[src/dbss_pkg.sv]
// Shared constants and types for the single-step and low-power control
// of the background debug unit.
// Assumes a 25 MHz target clock and a decoded command stream.
package dbss_pkg;
   // Target clock rate and the length of one acknowledge pulse
   localparam int unsigned CLK_HZ = 25_000_000;
   localparam int unsigned ACK_PULSE_CYC = 16;
   localparam int unsigned ACK_CNT_W = 5;
   localparam int unsigned PC_W = 16;
   localparam logic [15:0] PC_RST = 16'h0000;

   // Decoded debug commands arriving from the serial link
   typedef enum logic [2:0] {
      CMD_STEP      = 3'h0, // single_step_command
      CMD_GO        = 3'h1, // Resume user code
      CMD_FORCE_ACT = 3'h2, // Force entry into debug active mode
      CMD_ACK_EN    = 3'h3, // Enable handshake
      CMD_ACK_DIS   = 3'h4, // Disable handshake
      CMD_HW        = 3'h5, // Hardware memory access command
      CMD_FW        = 3'h6  // Firmware command, needs active mode
   } dbss_cmd_type;

   // Sequencer states, one-hot
   typedef enum logic [3:0] {
      ST_ACTIVE = 4'h1, // Core halted in debug firmware
      ST_STEP   = 4'h2, // Core executing one step
      ST_LOWPWR = 4'h4, // Stepped stop or wait, core asleep
      ST_RUN    = 4'h8  // User code running freely
   } dbss_state_type;
endpackage

[src/dbss_ack_if.sv]
// Carrier between the step sequencer and the acknowledge generator.
// Assumes both ends share clk_sys_in.
`timescale 1ns/1ps
`default_nettype none
interface dbss_ack_if;
   logic ack_req;   // One-cycle request for an acknowledge pulse
   logic hs_set;    // Handshake enable command taken
   logic hs_clr;    // Handshake disable command taken
   logic sys_stop;  // System stop level
   logic hs_en;     // Current handshake enable state
   logic ack_busy;  // Pulse in progress

   modport ctrl (output ack_req, output hs_set, output hs_clr,
                 output sys_stop, input hs_en, input ack_busy);
   modport gen (input ack_req, input hs_set, input hs_clr,
                input sys_stop, output hs_en, output ack_busy);
endinterface
`default_nettype wire

[src/dbss_ack_gen.sv]
// Handshake state and acknowledge pulse generator.
// Assumes requests come as single-cycle pulses from the sequencer.
`timescale 1ns/1ps
`default_nettype none
module dbss_ack_gen
   import dbss_pkg::*;
(
   input wire logic clk_sys_in,
   input wire logic rst_in,
   dbss_ack_if.gen ack_if,
   output logic ack_pulse_out
);
   logic hs_en_q, hs_en_d;
   logic [ACK_CNT_W-1:0] cnt_q, cnt_d;
   logic ack_q, ack_d;

   // Handshake state and pulse timer
   always_comb
   begin
      hs_en_d = hs_en_q;
      if (ack_if.hs_set)
         hs_en_d = 1'b1;
      else if (ack_if.hs_clr)
         hs_en_d = 1'b0;
      if (ack_if.sys_stop)
         hs_en_d = 1'b0;
      cnt_d = cnt_q;
      ack_d = ack_q;
      if (ack_q)
      begin
         cnt_d = cnt_q - ACK_CNT_W'(1);
         if (cnt_q == ACK_CNT_W'(1))
            ack_d = 1'b0;
      end
      else if (ack_if.ack_req && hs_en_q && !ack_if.sys_stop)
      begin
         ack_d = 1'b1;
         cnt_d = ACK_CNT_W'(ACK_PULSE_CYC);
      end
   end

   always_ff @(posedge clk_sys_in)
   begin
      if (rst_in)
      begin
         hs_en_q <= 1'b0;
         cnt_q <= '0;
         ack_q <= 1'b0;
      end
      else
      begin
         hs_en_q <= hs_en_d;
         cnt_q <= cnt_d;
         ack_q <= ack_d;
      end
   end

   assign ack_if.hs_en = hs_en_q;
   assign ack_if.ack_busy = ack_q;
   assign ack_pulse_out = ack_q;

   // Cycles the pulse has stood so far, kept only for the length check
   logic [ACK_CNT_W-1:0] len_q, len_d;

   // Restarts at zero whenever the pulse is low
   always_comb
   begin
      len_d = '0;
      if (ack_q)
         len_d = len_q + ACK_CNT_W'(1);
   end

   always_ff @(posedge clk_sys_in)
   begin
      if (rst_in)
         len_q <= '0;
      else
         len_q <= len_d;
   end
endmodule
`default_nettype wire

[src/dbss_step_ctrl.sv]
// Single-step and low-power command sequencer of the debug unit.
// Assumes a decoded command stream and a core that answers step requests.
`timescale 1ns/1ps
`default_nettype none
module dbss_step_ctrl
   import dbss_pkg::*;
#(
   parameter int unsigned PC_WIDTH = PC_W
)
(
   input wire logic clk_sys_in,
   input wire logic rst_in,
   input wire logic cmd_valid_in,
   input wire dbss_pkg::dbss_cmd_type cmd_kind_in,
   input wire logic irq_pending_in,
   input wire logic [PC_WIDTH-1:0] irq_vector_in,
   input wire logic [PC_WIDTH-1:0] core_pc_in,
   input wire logic core_step_done_in,
   input wire logic core_lowpwr_in,
   input wire logic system_stop_in,
   input wire logic soft_break_instr_in,
   output logic core_exec_one_out,
   output logic core_stack_irq_out,
   output logic core_go_out,
   output logic debug_active_out,
   output logic periph_free_run_out,
   output logic [PC_WIDTH-1:0] saved_pc_out,
   output logic cmd_done_out,
   output logic cmd_refused_out,
   output logic hs_enabled_out,
   output logic soft_break_step_out,
   output logic ack_pulse_out
);
   import dbss_pkg::*;
   dbss_ack_if ack_if ();

   dbss_state_type state_q, state_d;
   logic [PC_WIDTH-1:0] pc_q, pc_d;
   logic stacking_q, stacking_d;
   logic exec_one_q, exec_one_d;
   logic stack_q, stack_d;
   logic go_q, go_d;
   logic done_q, done_d;
   logic refused_q, refused_d;
   logic sbrk_q, sbrk_d;
   logic free_run_q, free_run_d;
   logic ack_req;
   logic hs_set;
   logic hs_clr;
   logic accept;

   // Which commands are taken in which state
   always_comb
   begin
      accept = 1'b0;
      if (cmd_valid_in && !system_stop_in)
      begin
         unique case (state_q)
            ST_ACTIVE:
               accept = 1'b1;
            ST_STEP, ST_RUN:
               accept = (cmd_kind_in != CMD_FW) &&
                        (cmd_kind_in != CMD_STEP) &&
                        (cmd_kind_in != CMD_GO);
            ST_LOWPWR:
               accept = (cmd_kind_in == CMD_HW) ||
                        (cmd_kind_in == CMD_ACK_EN) ||
                        (cmd_kind_in == CMD_ACK_DIS);
         endcase
         // Cannot break into a core that is still mid-step
         if (state_q == ST_STEP && cmd_kind_in == CMD_FORCE_ACT)
            accept = 1'b0;
      end
   end

   // Sequencer next state
   always_comb
   begin
      state_d = state_q;
      pc_d = pc_q;
      stacking_d = stacking_q;
      exec_one_d = 1'b0;
      stack_d = 1'b0;
      go_d = 1'b0;
      done_d = 1'b0;
      refused_d = cmd_valid_in && !accept;
      sbrk_d = 1'b0;
      ack_req = 1'b0;
      hs_set = accept && (cmd_kind_in == CMD_ACK_EN);
      hs_clr = accept && (cmd_kind_in == CMD_ACK_DIS);
      // Peripherals are never frozen by stepping
      free_run_d = 1'b1;
      if (accept && cmd_kind_in != CMD_STEP)
      begin
         done_d = 1'b1;
         ack_req = 1'b1;
      end
      unique case (state_q)
         ST_ACTIVE:
         begin
            if (accept && cmd_kind_in == CMD_STEP)
            begin
               state_d = ST_STEP;
               stacking_d = irq_pending_in;
               stack_d = irq_pending_in;
               exec_one_d = !irq_pending_in;
               // Flag a step over the soft break so the host is warned
               sbrk_d = soft_break_instr_in && !irq_pending_in;
            end
            else if (accept && cmd_kind_in == CMD_GO)
            begin
               state_d = ST_RUN;
               go_d = 1'b1;
            end
         end
         ST_STEP:
         begin
            if (core_lowpwr_in)
               state_d = ST_LOWPWR;
            else if (core_step_done_in)
            begin
               state_d = ST_ACTIVE;
               done_d = 1'b1;
               ack_req = 1'b1;
               if (stacking_q)
                  pc_d = irq_vector_in;
               else
                  pc_d = core_pc_in;
            end
         end
         ST_LOWPWR:
         begin
            if (!core_lowpwr_in)
            begin
               // Step finishes silently on wake
               state_d = ST_ACTIVE;
               pc_d = irq_vector_in;
               done_d = 1'b1;
               // A command taken in this same cycle still gets its ack
               ack_req = accept && cmd_kind_in != CMD_STEP;
            end
         end
         ST_RUN:
         begin
            if (accept && cmd_kind_in == CMD_FORCE_ACT)
            begin
               state_d = ST_ACTIVE;
               pc_d = core_pc_in;
            end
         end
      endcase
   end

   always_ff @(posedge clk_sys_in)
   begin
      if (rst_in)
      begin
         state_q <= ST_ACTIVE;
         pc_q <= PC_WIDTH'(PC_RST);
         stacking_q <= 1'b0;
         exec_one_q <= 1'b0;
         stack_q <= 1'b0;
         go_q <= 1'b0;
         done_q <= 1'b0;
         refused_q <= 1'b0;
         sbrk_q <= 1'b0;
         free_run_q <= 1'b1;
      end
      else
      begin
         state_q <= state_d;
         pc_q <= pc_d;
         stacking_q <= stacking_d;
         exec_one_q <= exec_one_d;
         stack_q <= stack_d;
         go_q <= go_d;
         done_q <= done_d;
         refused_q <= refused_d;
         sbrk_q <= sbrk_d;
         free_run_q <= free_run_d;
      end
   end

   // Handshake side
   assign ack_if.ack_req = ack_req;
   assign ack_if.hs_set = hs_set;
   assign ack_if.hs_clr = hs_clr;
   assign ack_if.sys_stop = system_stop_in;

   dbss_ack_gen u_ack (
      .clk_sys_in (clk_sys_in),
      .rst_in (rst_in),
      .ack_if (ack_if),
      .ack_pulse_out (ack_pulse_out)
   );

   // Outputs, all from flip-flops
   assign core_exec_one_out = exec_one_q;
   assign core_stack_irq_out = stack_q;
   assign core_go_out = go_q;
   assign debug_active_out = (state_q == ST_ACTIVE);
   assign periph_free_run_out = free_run_q;
   assign saved_pc_out = pc_q;
   assign cmd_done_out = done_q;
   assign cmd_refused_out = refused_q;
   assign hs_enabled_out = ack_if.hs_en;
   assign soft_break_step_out = sbrk_q;
endmodule
`default_nettype wire

[config.mk]
export PLATFORM = sky130hd
export DESIGN_NAME = dbss_step_ctrl
export DESIGN_NICKNAME = d
export VERILOG_FILES = /design/src/dbss_pkg.sv /design/src/dbss_ack_if.sv /design/src/dbss_ack_gen.sv /design/src/dbss_step_ctrl.sv
export SDC_FILE = /design/constraint.sdc
export NUM_CORES = 1
export LEC_CHECK = 0
export BUFFER_PORTS_ARGS = -buffer_cell sky130_fd_sc_hd__buf_2
export CAP_MARGIN = 20
export CORE_UTILIZATION = 40
export DETAILED_ROUTE_END_ITERATION = 6
export HOLD_SLACK_MARGIN = 0.03
export PLACE_DENSITY = 0.73
export SETUP_SLACK_MARGIN = 0.1
export SYNTH_ARGS = -nofsm -noshare
export SYNTH_HDL_FRONTEND = slang
export SYNTH_SLANG_ARGS = --single-unit
[constraint.sdc]
create_clock -name clk_sys_in -period 2 [get_ports clk_sys_in]
set_clock_uncertainty 0.15 [all_clocks]
set_input_delay 0.3 -clock clk_sys_in [delete_from_list [all_inputs] [get_ports clk_sys_in]]
set_output_delay 0.3 -clock clk_sys_in [all_outputs]
set_load 0.02 [all_outputs]
==> impl_metrics.env, run 1 <==
export IMPL_synth_nets=242
export IMPL_cp_cell_sequence="or4b_4 -> o21ai_4 -> a311oi_4 -> a211oi_4 -> a32o_2"
export IMPL_ir_drop_v=0.000299
export IMPL_fin_nets=336
export IMPL_wire_per_inst_um=13.5
export IMPL_vias_per_cell=5.13
export IMPL_hold_worst_slack_ns=0.0544
export IMPL_htreeDepth=2
export IMPL_synthFlopType="dfxtp_1"
export IMPL_area_delta_synth_final_pct=50.9
export IMPL_cts_tree="built"
export IMPL_crit_path_end_kind="register"
export IMPL_synth_area_leader_cell="dfxtp_1"
export IMPL_port_buffers=67
export IMPL_setup_viol=0
export IMPL_yosysSeqAreaShare_pct=37.8
export IMPL_fill_cells=373
export IMPL_crit_path_start_kind="register"
export IMPL_detail_route_antenna_nets=0
export IMPL_worstSkewPairLatency_ns=0.28
export IMPL_cts_buffer_depth=2
export IMPL_yosysMostFrequentCell="dfxtp_1"
export IMPL_yosys_warnings=0
export IMPL_fp_dieW_um=69.1
export IMPL_netlist_instances=197
export IMPL_period_share_pct=98.0
export IMPL_clk_pin_slew_ns=0.07
export IMPL_crit_required_ns=2.08
export IMPL_dr_pass1_iters=4
export IMPL_clock_root_buffer="clkbuf_8"
export IMPL_clock_sinks=34
export IMPL_outcome="complete, no violations"
export IMPL_layout_cells_non_filler=344
export IMPL_critPathKind="register to register"
export IMPL_synth_avg_cell_area_um2=9.14
export IMPL_setup_ws_ns=0.0408
export IMPL_grt_pass1_wl_mm=6.93
export IMPL_period_needed_ns=1.96
export IMPL_dp_slack_ns=-0.107
export IMPL_core_area_um2=4350
export IMPL_drive_gt1_share_pct=48.3
export IMPL_maxCapViolations=0
export IMPL_n_antenna_cell=0
export IMPL_dp_cells=324
export IMPL_grt_busiest_layer="met2"
export IMPL_rsz0062_at_grt="yes"
export IMPL_ys_ff_latch=34
export IMPL_maxSlewViolCount=0
export IMPL_static_leakage_power_nw=1.29
export IMPL_critPathTopFamily="compound AO/OA/AOI/OAI gates"
export IMPL_hold_class="input pin to register"
export IMPL_grt_overflow=0
export IMPL_drc=0
export IMPL_route_vias_total=1764
export IMPL_die_area_um2=4770
export IMPL_initial_utilization_pct=41.4
export IMPL_startpoint="state_q[3]"
export IMPL_synth_edff_count=0
export IMPL_routed_wl_mm=4.64
export IMPL_grtUsageTotal_pct=17.8
export IMPL_cts_buffers=5
export IMPL_hold_viol_final=0
export IMPL_use_met2_pct=28.6
export IMPL_grt_pass1_vias=1575
export IMPL_place_congestion=0.856
export IMPL_synth_area_top_cells="dfxtp_1 (38%), mux2i_1 (9.5%), a211oi_1 (6.7%), nor2_1 (6.0%), a211oi_2 (2.8%)"
export IMPL_cp_arrival_ns=2.04
export IMPL_reg2reg_from="state_q[3]"
export IMPL_use_met3_pct=5.41
export IMPL_fp_dieH_um=69.1
export IMPL_fmax_mhz=510
export IMPL_stdcell_area_um2=2720
export IMPL_grt_max_degree=22
export IMPL_use_met1_pct=22.5
export IMPL_critPathMaxFanout=5
export IMPL_synth_common_cells="dfxtp_1 (34), nor2_1 (29), mux2i_1 (17), a211oi_1 (16), inv_1 (8)"
export IMPL_async_flop_share_pct=0
export IMPL_synth_distinct_cells=44
export IMPL_worst_path_max_delay_cell="or4b_4"
export IMPL_crit_buf_inv=0
export IMPL_ios=69
export IMPL_max_stage_delay_ns=0.58
export IMPL_drt_iter0_drc=42
export IMPL_dpl_cell_area_um2=2310
export IMPL_hpwl_mm=3.00
export IMPL_utilization_pct=62.4
export IMPL_powerDensity_nw_per_um2=651
export IMPL_syn_cell_area_um2=1800
export IMPL_hold_start="system_stop_in"
export IMPL_synth_top_area_share_pct=37.8
export IMPL_antenna_found_initial=0
export IMPL_rows=24
-- registers in the layout, summed over array words and instances, names as in the netlist --
name                   flops
cmd_done_out               1
cmd_refused_out            1
core_exec_one_out          1
core_go_out                1
core_stack_irq_out         1
saved_pc_out              16
soft_break_step_out        1
stacking_q                 1
state_q                    4
u_ack.ack_if.ack_busy      1
u_ack.ack_if.hs_en         1
u_ack.cnt_q                5
-- metrics by stage --
stage	total power, mW	TNS [ns]
6_report	1.77	0
5_1_grt	1.86	-0.00859
4_1_cts	1.70	0
3_5_place_dp	1.15	-0.729
3_3_place_gp	1.14	-0.0634
2_1_floorplan	0.998	0
-- cell type report --
cell class	instances	area [um^2]	area share, %
clock buffers	7	86.3	3.18
clock inverters	1	5.00	0.184
inverters	8	30.0	1.11
multi-input cells	142	1160	42.8
flip-flops and latches	34	696	25.6
well taps	52	65.1	2.40
repair buffers	100	671	24.7
-- power breakdown --
part | total (mW) | switching, mW | internal (mW) | leakage [nW]
sequential | 0.745 | 0.0295 | 0.716 | 0.278
clock | 0.516 | 0.238 | 0.277 | 0.0482
combinational | 0.507 | 0.262 | 0.245 | 0.960
total | 1.77 | 0.530 | 1.24 | 1.29
-- logic make-up (layout without fill, tap and decap cells) --
family                   count (synthesis)  in the layout  share of synthesized area (%)
AND/OR/NAND/NOR                         72             72                           21.8
AO/OA/AOI/OAI                           46             46                           21.5
flip-flops                              34             34                           37.8
buffers and inverters                   21            116                           5.91
multiplexers                            17             17                           9.45
XOR/XNOR                                 4              4                           1.95
adder cells (fa/ha/maj)                  2              2                           1.39
other                                    1              1                          0.208
-- routing by layer --
metal  vias up  part of all wire (%)
met5         -                     0
met4         0                   1.2
met3         7                   6.2
met2        68                    46
met1       795                    47
li1        894                     -
-- layout by cell type (no fill, tap or decap), types with 3 or more instances in the layout --
cell type / instances
mux2i_1: 17
inv_1: 8
nand3_1: 3
nand2_1: 5
nor2b_1: 5
nand2b_1: 3
a211oi_2: 9
clkbuf_8: 6
buf_4: 26
a21oi_1: 5
o21ai_0: 4
nor3_1: 7
a211oi_1: 10
a31oi_1: 5
dfxtp_1: 30
buf_2: 67
nor2_1: 28
dfxtp_4: 4
-- worst paths after layout --
| path | endpoint | slack, ns | cells after the start |
|---|---|---|---|
| setup / recovery | u_ack.cnt_q[1] | 0.04 | 5 |
| hold / removal | u_ack.ack_if.hs_en | 0.05 | 2 |
| setup reg to reg | u_ack.cnt_q[1] | 0.04 | 5 |
| hold reg to reg | saved_pc_out[0] | 0.34 | 2 |
-- repair_timing --
action	in CTS	in global routing
setup buffers	4	5
pin swaps	6	6
endpoints found under the hold margin	0	0
gates resized for setup	9	26
hold buffers	0	0
gates cloned	1	2
endpoints found under the setup margin	25	28
No activity file was read; power rests on OpenSTA's default activity.
==> inputs of run 2 (changes only) <==
- CORE_MARGIN: default -> 3
==> impl_metrics.env, run 2 (same netlist as run 1, synthesis figures left out) <==
export IMPL_fin_nets=337
export IMPL_static_leakage_power_nw=1.29
export IMPL_maxCapViolations=0
export IMPL_detail_route_antenna_nets=0
export IMPL_cp_cell_sequence="buf_4 -> nor4bb_4 -> a211oi_2 -> a211oi_4 -> buf_6 -> clkbuf_16 -> nor2_1 -> a211oi_1"
export IMPL_crit_path_start_kind="register"
export IMPL_initial_utilization_pct=43.1
export IMPL_htreeDepth=2
export IMPL_fp_dieW_um=73.1
export IMPL_layout_commonest_cell="buf_2"
export IMPL_setup_viol=3
export IMPL_cts_hold_buffers=0
export IMPL_maxSlewViolCount=0
export IMPL_hold_worst_slack_ns=0.0606
export IMPL_hold_class="input pin to register"
export IMPL_setup_ws_ns=-0.0151
export IMPL_die_area_um2=5340
export IMPL_powerDensity_nw_per_um2=739
export IMPL_dr_pass1_iters=4
export IMPL_port_buffers=67
export IMPL_vias_per_cell=5.41
export IMPL_antenna_found_initial=0
export IMPL_hpwl_mm=3.49
export IMPL_clk_pin_slew_ns=0.08
export IMPL_max_stage_delay_ns=0.35
export IMPL_n_antenna_cell=0
export IMPL_grtUsageTotal_pct=18.1
export IMPL_cp_arrival_ns=2.07
export IMPL_period_share_pct=101
export IMPL_wire_per_inst_um=15.9
export IMPL_core_area_um2=4170
export IMPL_cts_buffers=5
export IMPL_dp_slack_ns=-0.105
export IMPL_clock_root_buffer="clkbuf_8"
export IMPL_drive_gt1_share_pct=47.8
export IMPL_worst_path_max_delay_cell="dfxtp_2"
export IMPL_hold_viol_final=0
export IMPL_outcome="finished, violations left"
export IMPL_critPathKind="register to register"
export IMPL_route_vias_total=1854
export IMPL_routed_wl_mm=5.44
export IMPL_dpl_cell_area_um2=2350
export IMPL_ir_drop_v=0.000495
export IMPL_drt_iter0_drc=95
export IMPL_largest_register_ffs=16
export IMPL_fmax_mhz=496
export IMPL_rows=23
export IMPL_ios=69
export IMPL_violations="setup timing"
export IMPL_grt_max_degree=25
export IMPL_layout_common_cells="buf_2 (68), dfxtp_1 (31), nor2_1 (28)"
export IMPL_stdcell_area_um2=2710
export IMPL_grt_overflow=0
export IMPL_crit_required_ns=2.06
export IMPL_period_needed_ns=2.02
export IMPL_fp_dieH_um=73.1
export IMPL_place_congestion=0.884
export IMPL_clock_sinks=34
export IMPL_crit_path_end_kind="register"
export IMPL_worstSkewPairLatency_ns=0.29
export IMPL_cts_tree="built"
export IMPL_grt_pass1_wl_mm=7.47
export IMPL_area_delta_synth_final_pct=50.6
export IMPL_critPathMaxFanout=6
export IMPL_rsz0062_at_grt="yes"
export IMPL_drc=0
export IMPL_grt_pass1_vias=1696
export IMPL_cts_buffer_depth=2
==> run 2: worst paths after layout <==
check / cells past startpoint / slack, ns / to / start
setup reg to reg: 8 / -0.02 / saved_pc_out[5] / state_q[3]
setup / recovery: 8 / -0.02 / saved_pc_out[5] / state_q[3]
hold reg to reg: 2 / 0.34 / saved_pc_out[14] / saved_pc_out[14]
hold / removal: 2 / 0.06 / core_exec_one_out / irq_pending_in
==> run 2: report_power, final <==
group | switching [mW] | internal, mW | leakage [nW]
logic | 0.270 | 0.230 | 0.943
clock network | 0.264 | 0.499 | 0.0683
registers | 0.0249 | 0.715 | 0.277
total | 0.559 | 1.44 | 1.29
==> run 2: layout make-up <==
type                       count  area, um^2
fill                         344        1460
multi-input combinational    142        1130
sequential                    34         684
timing repair buffer         101         663
clock buffer                   5        68.8
clock inverter                 3        68.8
tap                           50        62.6
inverter                       8        33.8
==> run 2: what timing repair did <==
action	4_1_cts	5_1_grt
endpoints found under the setup margin	28	29
resized for setup	8	18
hold endpoints to repair	0	0
cloned	0	3
buffers inserted	0	7
pin swaps	5	7
==> run 2: per-layer routing <==
layer	wire (um)	share of wire (%)	GRT usage [%]	vias up
met1	2060	38	19.2	887
met3	228	4.2	4.68	15
met4	122	2.2	7.79	0
met5	0	0	0	-
met2	3030	56	33.3	53
li1	-	-	-	899
==> run 2: stage by stage <==
stage          cells  util (%)  setup TNS [ns]  total power, mW
2_1_floorplan    197         -               0            0.998
3_3_place_gp     325      56.2          -0.131             1.15
3_5_place_dp     325      56.2          -0.321             1.16
4_1_cts          333      60.2               0             1.94
5_1_grt          343      65.0           -1.01             2.08
6_report         343      65.0         -0.0331             2.00
==> run 2: critical path: cells and delay by family, from the launching register on <==
| kind | cells | cell delay [ns] |
|---|---|---|
| compound gates | 3 | 0.65 |
| buf+inv | 3 | 0.45 |
| flops | 1 | 0.35 |
| simple gates | 2 | 0.33 |
